[src/rtl/pem_params.svh]
`ifndef PEM_PARAMS_SVH
`define PEM_PARAMS_SVH

// ----------------------------------------
// register offsets
// ----------------------------------------
`define PEM_ADDR_W          16
`define PEM_MASK_ADDR       16'hE50B
`define PEM_PHASE_ADDR      16'hE600
`define PEM_PRIMARY_ADDR    16'hE50E

// ----------------------------------------
// reset values
// ----------------------------------------
`define PEM_MASK_RST        32'h0000_0000
`define PEM_PRIMARY_RST     32'h0000_0000
`define PEM_PHASE_RST       16'h0000

// ----------------------------------------
// primary status / mask bit positions
// ----------------------------------------
`define PEM_B_NL_TOTAL      0
`define PEM_B_NL_FUND       1
`define PEM_B_NL_APP        2
`define PEM_B_VTO           3
`define PEM_B_ITO           6
`define PEM_B_VZX           9
`define PEM_B_IZX           12
`define PEM_B_RST_DONE      15
`define PEM_B_SAG           16
`define PEM_B_OC            17
`define PEM_B_OV            18
`define PEM_B_SEQ           19
`define PEM_B_MISM          20
`define PEM_B_PKI           23
`define PEM_B_PKV           24
`define PEM_B_CRC           25

// implemented mask / status bits (22:21 and 31:26 reserved)
`define PEM_MASK_USED       32'h039F_FFFF
`define PEM_IRQ_USED        32'h039F_7FFF

// ----------------------------------------
// phase source bit positions
// ----------------------------------------
`define PEM_P_OC            3
`define PEM_P_OV            9
`define PEM_P_SAG           12
`define PEM_PHASE_USED      16'h7E38

`endif

[src/rtl/pem_pkg.sv]
package pem_pkg;

  // ----------------------------------------
  // phase order watcher
  // ----------------------------------------
  typedef enum logic {
    seq_idle,
    seq_armed
  } seq_state_e;

  // ----------------------------------------
  // top level state
  // ----------------------------------------
  typedef struct packed {
    logic [31:0] mask;
    logic [31:0] rdata;
    logic        irq;
    logic        done_seen;
    seq_state_e  seq;
    logic        run_d;
    logic [31:0] crc_ref;
  } pem_state_s;

endpackage

[src/rtl/power_event_interrupt_mask.sv]
`include "pem_params.svh"

module power_event_interrupt_mask
  import pem_pkg::*;
(
  input  wire logic                   clk_i,
  input  wire logic                   rst_b_i,
  input  wire logic [`PEM_ADDR_W-1:0] addr_i,
  input  wire logic [31:0]            wdata_i,
  input  wire logic                   wr_i,
  input  wire logic                   rd_i,
  output logic      [31:0]            rdata_o,
  output logic                        irq_o,
  input  wire logic                   noload_total_i,
  input  wire logic                   noload_fund_i,
  input  wire logic                   noload_app_i,
  input  wire logic [2:0]             volt_crossing_timeout_i,
  input  wire logic [2:0]             curr_crossing_timeout_i,
  input  wire logic [2:0]             volt_crossing_i,
  input  wire logic [2:0]             curr_crossing_i,
  input  wire logic [2:0]             volt_rising_i,
  input  wire logic [2:0]             sag_i,
  input  wire logic [2:0]             overcurrent_i,
  input  wire logic [2:0]             overvoltage_i,
  input  wire logic                   current_sample_valid_i,
  input  wire logic signed [23:0]     summed_phase_current_i,
  input  wire logic signed [23:0]     neutral_current_sample_i,
  input  wire logic [23:0]            neutral_mismatch_threshold_i,
  input  wire logic                   current_peak_period_end_i,
  input  wire logic                   voltage_peak_period_end_i,
  input  wire logic                   run_i,
  input  wire logic [31:0]            checksum_i
);

  // ----------------------------------------
  // declarations
  // ----------------------------------------
  pem_state_s         st_r;
  pem_state_s         st_nxt;
  logic [31:0]        primary_q;
  logic [15:0]        phase_q;
  logic [31:0]        prim_set;
  logic [31:0]        prim_clr;
  logic [15:0]        phase_set;
  logic [15:0]        phase_clr;
  logic [31:0]        irq_mask;
  logic               seq_err;
  logic signed [24:0] mism_diff;
  logic [24:0]        mism_mag;
  logic               mism_hit;
  logic               crc_bad;
  logic               wr_prim;

  // ----------------------------------------
  // flag storage
  // ----------------------------------------
  sticky_flags #(
    .W (32)
  ) u_primary (
    .clk_i   (clk_i),
    .rst_b_i (rst_b_i),
    .set_i   (prim_set),
    .clr_i   (prim_clr),
    .flags_o (primary_q)
  );

  sticky_flags #(
    .W (16)
  ) u_phase (
    .clk_i   (clk_i),
    .rst_b_i (rst_b_i),
    .set_i   (phase_set),
    .clr_i   (phase_clr),
    .flags_o (phase_q)
  );

  // ----------------------------------------
  // event detection
  // ----------------------------------------
  always_comb begin
    mism_diff = 25'(summed_phase_current_i) - 25'(neutral_current_sample_i);
    mism_mag  = mism_diff[24] ? 25'(-mism_diff) : 25'(mism_diff);
    mism_hit  = current_sample_valid_i && (mism_mag > {1'b0, neutral_mismatch_threshold_i});
    crc_bad   = st_r.run_d && (checksum_i != st_r.crc_ref);
    seq_err   = (st_r.seq == seq_armed) && volt_rising_i[2] && !volt_rising_i[1];
    wr_prim   = wr_i && (addr_i == `PEM_PRIMARY_ADDR);
  end

  always_comb begin
    prim_set                                       = '0;
    prim_set[`PEM_B_NL_TOTAL]                      = noload_total_i;
    prim_set[`PEM_B_NL_FUND]                       = noload_fund_i;
    prim_set[`PEM_B_NL_APP]                        = noload_app_i;
    prim_set[`PEM_B_VTO+2:`PEM_B_VTO]              = volt_crossing_timeout_i;
    prim_set[`PEM_B_ITO+2:`PEM_B_ITO]              = curr_crossing_timeout_i;
    prim_set[`PEM_B_VZX+2:`PEM_B_VZX]              = volt_crossing_i;
    prim_set[`PEM_B_IZX+2:`PEM_B_IZX]              = curr_crossing_i;
    prim_set[`PEM_B_RST_DONE]                      = !st_r.done_seen;
    prim_set[`PEM_B_SAG]                           = |sag_i;
    prim_set[`PEM_B_OC]                            = |overcurrent_i;
    prim_set[`PEM_B_OV]                            = |overvoltage_i;
    prim_set[`PEM_B_SEQ]                           = seq_err;
    prim_set[`PEM_B_MISM]                          = mism_hit;
    prim_set[`PEM_B_PKI]                           = current_peak_period_end_i;
    prim_set[`PEM_B_PKV]                           = voltage_peak_period_end_i;
    prim_set[`PEM_B_CRC]                           = crc_bad;
    prim_clr                                       = wr_prim ? wdata_i : 32'h0000_0000;
  end

  // ----------------------------------------
  // phase source capture
  // ----------------------------------------
  always_comb begin
    phase_set                             = '0;
    phase_set[`PEM_P_OC+2:`PEM_P_OC]      = overcurrent_i;
    phase_set[`PEM_P_OV+2:`PEM_P_OV]      = overvoltage_i;
    phase_set[`PEM_P_SAG+2:`PEM_P_SAG]    = sag_i;
    phase_set                             = phase_set & `PEM_PHASE_USED;
    phase_clr                             = '0;
    phase_clr[`PEM_P_OC+2:`PEM_P_OC]      = {3{prim_clr[`PEM_B_OC]}};
    phase_clr[`PEM_P_OV+2:`PEM_P_OV]      = {3{prim_clr[`PEM_B_OV]}};
    phase_clr[`PEM_P_SAG+2:`PEM_P_SAG]    = {3{prim_clr[`PEM_B_SAG]}};
  end

  // ----------------------------------------
  // interrupt gating
  // ----------------------------------------
  always_comb begin
    irq_mask                  = st_r.mask & `PEM_IRQ_USED;
    irq_mask[`PEM_B_RST_DONE] = 1'b1;
  end

  // ----------------------------------------
  // next state
  // ----------------------------------------
  always_comb begin
    st_nxt           = st_r;
    st_nxt.done_seen = 1'b1;
    st_nxt.run_d     = run_i;
    if (run_i && !st_r.run_d) begin
      st_nxt.crc_ref = checksum_i;
    end
    unique case (st_r.seq)
      seq_idle: begin
        if (volt_rising_i[0]) begin
          st_nxt.seq = seq_armed;
        end
      end
      seq_armed: begin
        if (volt_rising_i[1] || volt_rising_i[2]) begin
          st_nxt.seq = seq_idle;
        end
      end
    endcase
    if (wr_i && (addr_i == `PEM_MASK_ADDR)) begin
      st_nxt.mask = wdata_i;
    end
    st_nxt.irq   = |(primary_q & irq_mask);
    st_nxt.rdata = 32'h0000_0000;
    if (rd_i) begin
      unique case (addr_i)
        `PEM_MASK_ADDR:                st_nxt.rdata = st_r.mask;
        `PEM_PHASE_ADDR:               st_nxt.rdata = {16'h0000, phase_q};
        `PEM_PRIMARY_ADDR:             st_nxt.rdata = primary_q;
        default:                       st_nxt.rdata = 32'h0000_0000;
      endcase
    end
  end

  always_ff @(posedge clk_i or negedge rst_b_i) begin
    if (!rst_b_i) begin
      st_r.mask      <= `PEM_MASK_RST;
      st_r.rdata     <= 32'h0000_0000;
      st_r.irq       <= 1'b0;
      st_r.done_seen <= 1'b0;
      st_r.seq       <= seq_idle;
      st_r.run_d     <= 1'b0;
      st_r.crc_ref   <= 32'h0000_0000;
    end else begin
      st_r <= st_nxt;
    end
  end

  assign rdata_o = st_r.rdata;
  assign irq_o   = st_r.irq;
endmodule

[src/rtl/sticky_flags.sv]
module sticky_flags #(
  parameter int W = 32
) (
  input  wire logic         clk_i,
  input  wire logic         rst_b_i,
  input  wire logic [W-1:0] set_i,
  input  wire logic [W-1:0] clr_i,
  output logic      [W-1:0] flags_o
);

  typedef struct packed {
    logic [W-1:0] flags;
  } flags_s;

  flags_s st_r;
  flags_s st_nxt;

  // ----------------------------------------
  // set wins over clear
  // ----------------------------------------
  genvar g;
  generate
    for (g = 0; g < W; g++) begin : g_bit
      always_comb begin
        st_nxt.flags[g] = set_i[g] | (st_r.flags[g] & ~clr_i[g]);
      end
    end
  endgenerate

  always_ff @(posedge clk_i or negedge rst_b_i) begin
    if (!rst_b_i) begin
      st_r <= '0;
    end else begin
      st_r <= st_nxt;
    end
  end

  assign flags_o = st_r.flags;

endmodule

[config.mk]
export PLATFORM = sky130hd
export DESIGN_NAME = power_event_interrupt_mask
export DESIGN_NICKNAME = d
export VERILOG_FILES = /design/src/rtl/pem_pkg.sv /design/src/rtl/power_event_interrupt_mask.sv /design/src/rtl/sticky_flags.sv
export VERILOG_INCLUDE_DIRS = /design/src /design/src/rtl
export SDC_FILE = /design/constraint.sdc
export NUM_CORES = 1
export LEC_CHECK = 0
export ABC_AREA = 0
export BUFFER_PORTS_ARGS = -buffer_cell sky130_fd_sc_hd__buf_2
export CAP_MARGIN = 20
export CORE_ASPECT_RATIO = 0.6
export CORE_MARGIN = 2
export CORE_UTILIZATION = 40
export CTS_BUF_LIST = sky130_fd_sc_hd__clkbuf_4
export DETAILED_ROUTE_END_ITERATION = 10
export GPL_ROUTABILITY_DRIVEN = 1
export PLACE_DENSITY = 0.72
export SYNTH_ARGS = -nofsm -noshare
export SYNTH_HDL_FRONTEND = slang
export SYNTH_SLANG_ARGS = --single-unit
[constraint.sdc]
create_clock -name clk_i -period 1.5 [get_ports clk_i]
set_input_delay 0.15 -clock clk_i [delete_from_list [all_inputs] [get_ports clk_i]]
set_output_delay 0.15 -clock clk_i [all_outputs]
set_load 0.005 [all_outputs]
## Yosys cells after proc, flatten, opt, wreduce, memory -nomap -nowiden

Cells that the tools add are included.

| cells by class | value |
|---|---|
| magnitude comparators | 1 |
| muxes and demuxes | 7 |
| multipliers | 0 |
| add/subtract/negate cells | 2 |
| reduce and logical (&&, ||, !) cells | 15 |
| equal/unequal tests | 4 |
| shift-type cells | 0 |
| bitwise logic cells | 108 |
| div/mod/pow operators | 0 |

Operators with widths:

| kind | count |
|---|---|
| one-hot mux 32 bit (3 select lines) | 1 |
| 2-to-1 mux 32 bit | 2 |
| == test 16 bit (second input constant) | 3 |
| bitwise AND 1 bit | 41 |
| inverter 1 bit | 33 |
| bitwise OR 1 bit | 33 |
| bitwise AND 32 x 26 -> 32 bit | 1 |
| inequality test 32 bit | 1 |
| OR reduction 32 bit | 1 |
| greater-than comparator 25 x 24 -> 1 bit | 1 |
| 2-to-1 mux 25 bit | 1 |
| negation 25 bit | 1 |
| subtractor 24 x 24 -> 25 bit | 1 |
| OR reduction 3 bit | 3 |
| logical AND 1 bit | 7 |
| zero test 1 bit | 3 |
| 2-to-1 mux 1 bit | 2 |
| one-hot mux 1 bit (2 select lines) | 1 |
| logical OR 1 bit | 1 |

| word-level totals | value |
|---|---|
| bits in registers | 141 |
| memories | 0 |
| logic and storage cells | 146 |
| bits in writable memories | 0 |
| input bits | 187 |
| ROM bits | 0 |
| output and inout port bits | 33 |
| latch bits | 0 |

## Longest topological paths before layout

| logic depth | value |
|---|---|
| word-level depth | 6 |
| depth in mapped cells | 23 |

## By module

A second synthesis with hierarchy kept.

| second synthesis, totals | value |
|---|---|
| cell total of the unflattened synthesis | 914 |
| area total of the unflattened synthesis | 9158.8 µm² |

By module, submodules not included:

| module | cells each | area each (µm²) | sequential area each (µm²) | times used |
|---|---|---|---|---|
| power_event_interrupt_mask | 770 | 7417.1 | 2502.4 | 1 |
| sticky_flags at u_primary | 96 | 1161.1 | 800.8 | 1 |
| sticky_flags at u_phase | 48 | 580.6 | 400.4 | 1 |

## Least setup slack after synthesis

No wires, ideal clock.

| timing | value |
|---|---|
| path kind | input-to-reg |
| from | input summed_phase_current_i[0] |
| to | register u_primary.st_r (netlist bit u_primary.flags_o[20]) |
| data arrival time | 4.293 ns |
| path slack | -2.914 ns |
| path buffers | 0 |
| data required time | 1.380 ns |
| cell stages on the path | 18 |
| cell sequence | inv_1 > ha_1 > fa_1 > nand2b_1 > a211oi_1 > o21ai_0 > a221o_1 > or3b_4 > or3_4 > and3b_2 > a41oi_2 > xnor2_1 > ha_1 > a2111oi_0 > o211ai_1 > nor2_1 > a21oi_1 > a41o_1 |

RTL lines:

| element | line | RTL |
|---|---|---|
| start, declared | power_event_interrupt_mask.sv:26 | `input wire logic signed [23:0] summed_phase_current_i,` |
| end signal, assigned | sticky_flags.sv:34 | `st_r <= st_nxt;` |
| end, declared | sticky_flags.sv:15 | `flags_s st_r;` |

==> results.ini <==
[run_status]
status = finished, violations left
violations = negative setup slack

[pwr]
max-vdd-ir-drop_mv = 0.4757
p_comb_share_pct = 34.1
power_mw = 9.964
internal-power_mw = 6.776
power_frac_clock_pct = 25.3
powerDensity_nw_per_um2 = 799.9
p_sw_mw = 3.189
switching_share_pct = 32.00
cellLeakagePower_nw = 5.911
seqPwrFrac_pct = 40.7

[setup_path]
crit_chain = buf_2 -> inv_1 -> ha_1 -> nor2b_1 -> o21a_1 -> or4_4 -> a221o_1 -> or3b_4 -> or3_4 -> and3b_2 -> a41oi_2 -> xnor2_1 -> ha_1 -> a2111oi_4 -> o211ai_1 -> nor2_1 -> a21oi_1 -> a41o_1
critPathLaunchType = primary input
cp.depth = 18
crit_family = simple AND/OR/NAND/NOR gates
critPathMostFrequentCell = ha_1
critical_path_required_ns = 1.97
crit_arrival_ns = 4.32
critPathMaxStageDelay_ns = 0.49
crit_type = primary input to flop
slowest_stage = or4_4
cp_max_fo = 4
reg2reg_depth = 5
critPathBufInv = 2
critPathCaptureType = flop

[place]
place_inst = 1425
dpl.hpwl_mm = 18.88
place.gp.congestion = 0.9260
io_buffers = 219
pre_cts_slack_ns = -3.042

[layout]
fin_nets = 1509
mostFrequentLayoutCells = 217 x buf_2, 142 x buf_4, 141 x dfrtp_1
drive_gt1_share_pct = 40.16
layout_commonest_cell = buf_2
finish.utilization_pct = 59.08
area_growth_pct = 44.16
final_cells = 1566

[floorplanning]
die_y_um = 117.8
num_rows = 41
io_pins = 220
core_um2 = 21080
die_w_um = 193.7
start_util_pct = 40.98
dieArea_um2 = 22830

[timing]
fmax_ghz = 0.2599
min_period_ns = 3.848
drv_slew = 0
period_share_pct = 256.5
worstMarginPinSlew_ns = 0.5627
fin_ws_ns = -2.348
rsz0062_at_grt = true
finalSetupViolCount = 95
relSlewSlack_pct = 62.49
hold_viol = 0
tns_ns = -9.445
fin_skew_ns = 0.01681

[detailed_routing]
via_per_inst = 5.137
drtAntennaViolNets = 0
drc = 0
wl_per_cell_um = 16.71
wirelength_mm = 26.17
vias = 8045
drt-initial-drc-count = 566
first_pass_iters = 6

[global_route]
grt_antenna_before_repair = 1
grt_max_degree = 48
overflow = 0
grt_pass1_wl_mm = 41.46
track_usage_pct = 22.68
grt_pass1_vias = 8167

[clock_network]
insertion_delay_ns = 0.57
cts_max_path_buffers = 2
htreeDepth = 4
cts_buffers = 17
clk_pin_slew_ns = 0.13
root_buffer = clkbuf_4
cts_tree = built
clock-sinks = 141

[yosys]
syn_nets = 1085
synth_seq_area_share_pct = 40.83
dominantRegCellSynth = dfrtp_1
syn_area_per_cell_um2 = 10.19
ys_warn_count = 0
ys_seq_elements = 141
synth-edff-count = 0
netlist_instances = 848
syn_area_um2 = 8641
yosys.cell_types.count = 70
ys_async_sr_fraction_pct = 100.0

[run]
drv_cap = 0

[min_path]
min_path_type = primary input to async pin

## stage by stage
stage	cell area, um2	hold slack (ns)
detailed placement	10940	0.1057
floorplan	8826	-0.1456
global placement	10940	0.1005
CTS	12260	0.009476
global route	12450	0.03083
finish	12460	0.05678
## cells in the mapped netlist, types with 3 or more instances
master,number,area [um2]
nand4_1,22,137.6
and3_1,4,25.02
a2111o_1,3,33.78
xnor2_1,58,508.0
nor2b_1,31,193.9
mux2_2,65,732.0
a22oi_1,30,225.2
a221oi_1,4,35.03
a21boi_0,10,75.07
a21o_1,39,292.8
a21o_2,3,26.28
a211oi_1,6,45.04
dfrtp_1,141,3528
inv_1,51,191.4
buf_1,7,26.28
o211ai_1,5,37.54
ha_1,49,613.1
nor2_1,30,112.6
nand3_1,10,50.05
and2_1,4,25.02
o31ai_1,3,22.52
buf_4,33,247.7
a222oi_1,9,90.09
xor2_1,12,105.1
a21oi_1,33,165.2
o21ai_0,22,110.1
nor4_1,6,37.54
nand2_1,59,221.5
o2111ai_1,3,26.28
o21bai_1,4,30.03
nor3_1,6,30.03
clkbuf_1,20,75.07
a31oi_1,3,18.77
a22o_1,3,26.28
o21a_1,12,90.09
nand2b_1,6,37.54
## what timing repair did
item,CTS,global route
endpoints found under the setup margin,3,52
buffers inserted,0,9
pin swaps,5,24
endpoints found under the hold margin,248,0
hold buffers,97,0
cloned,0,1
gates resized for setup,9,17
## path summary, 6_finish.rpt
check,slack (ns),endpoint,start
max,-2.35,u_primary.flags_o[20]$_DFF_PN0_,neutral_current_sample_i[1]
min,0.06,irq_mask[23]$_DFFE_PN0P_,rst_b_i
max reg2reg,-0.03,u_primary.flags_o[25]$_DFF_PN0_,st_r[0]$_DFFE_PN0P_
min reg2reg,0.42,u_primary.flags_o[15]$_DFF_PN0_,st_r[34]$_DFF_PN0_
max in group asynchronous,0.85,irq_mask[17]$_DFFE_PN0P_,rst_b_i
min in group clk_i,0.06,rdata_o[31]$_DFF_PN0_,rd_i
## logic make-up (layout without fill, tap and decap cells)
kind of cell	after synthesis	count (layout)	share of synthesized area (%)
AO/OA/AOI/OAI	213	213	17.98
AND/OR/NAND/NOR	194	194	11.67
flip-flops	141	141	40.83
buffers and inverters	114	551	6.574
XOR/XNOR	70	70	7.095
multiplexers	65	65	8.471
adder cells (fa/ha/maj)	50	50	7.327
other	1	3	0.04340
## power groups by stage
stage               clock, mW  sequential [mW]  combinational (mW)
detailed placement          0             4.13                3.03
global placement            0             4.11                2.97
floorplan                   0             4.10                1.70
finish                   2.52             4.05                3.39
CTS                      2.59             4.05                3.28
global route             2.78             4.07                3.73
## final cells by class
class	instances	area [um2]
clock inverters	15	162.7
flip-flops and latches	141	3528
fillers	1771	8627
well taps	279	349.1
clock buffers	17	127.6
diodes	2	5.005
inverters	51	191.4
multi-input cells	593	4777
repair buffers	468	3316
## flip-flops by register name (all words and copies together) (netlist names)
name and count:
u_phase.flags_o 9, irq_mask 23, u_primary.flags_o 32, st_r 44, irq_o 1, rdata_o 32
## metal layers
layer / share of wire (%) / track usage [%] / vias up / wire [um]
met2: 43 / 34.04 / 301 / 11370
li1: - / - / 3888 / -
met4: 1.4 / 6.107 / 0 / 362
met5: 0 / 0 / - / 0
met3: 6.8 / 5.244 / 34 / 1782
met1: 48 / 32.74 / 3822 / 12650
(Power assumes the default switching activity.)
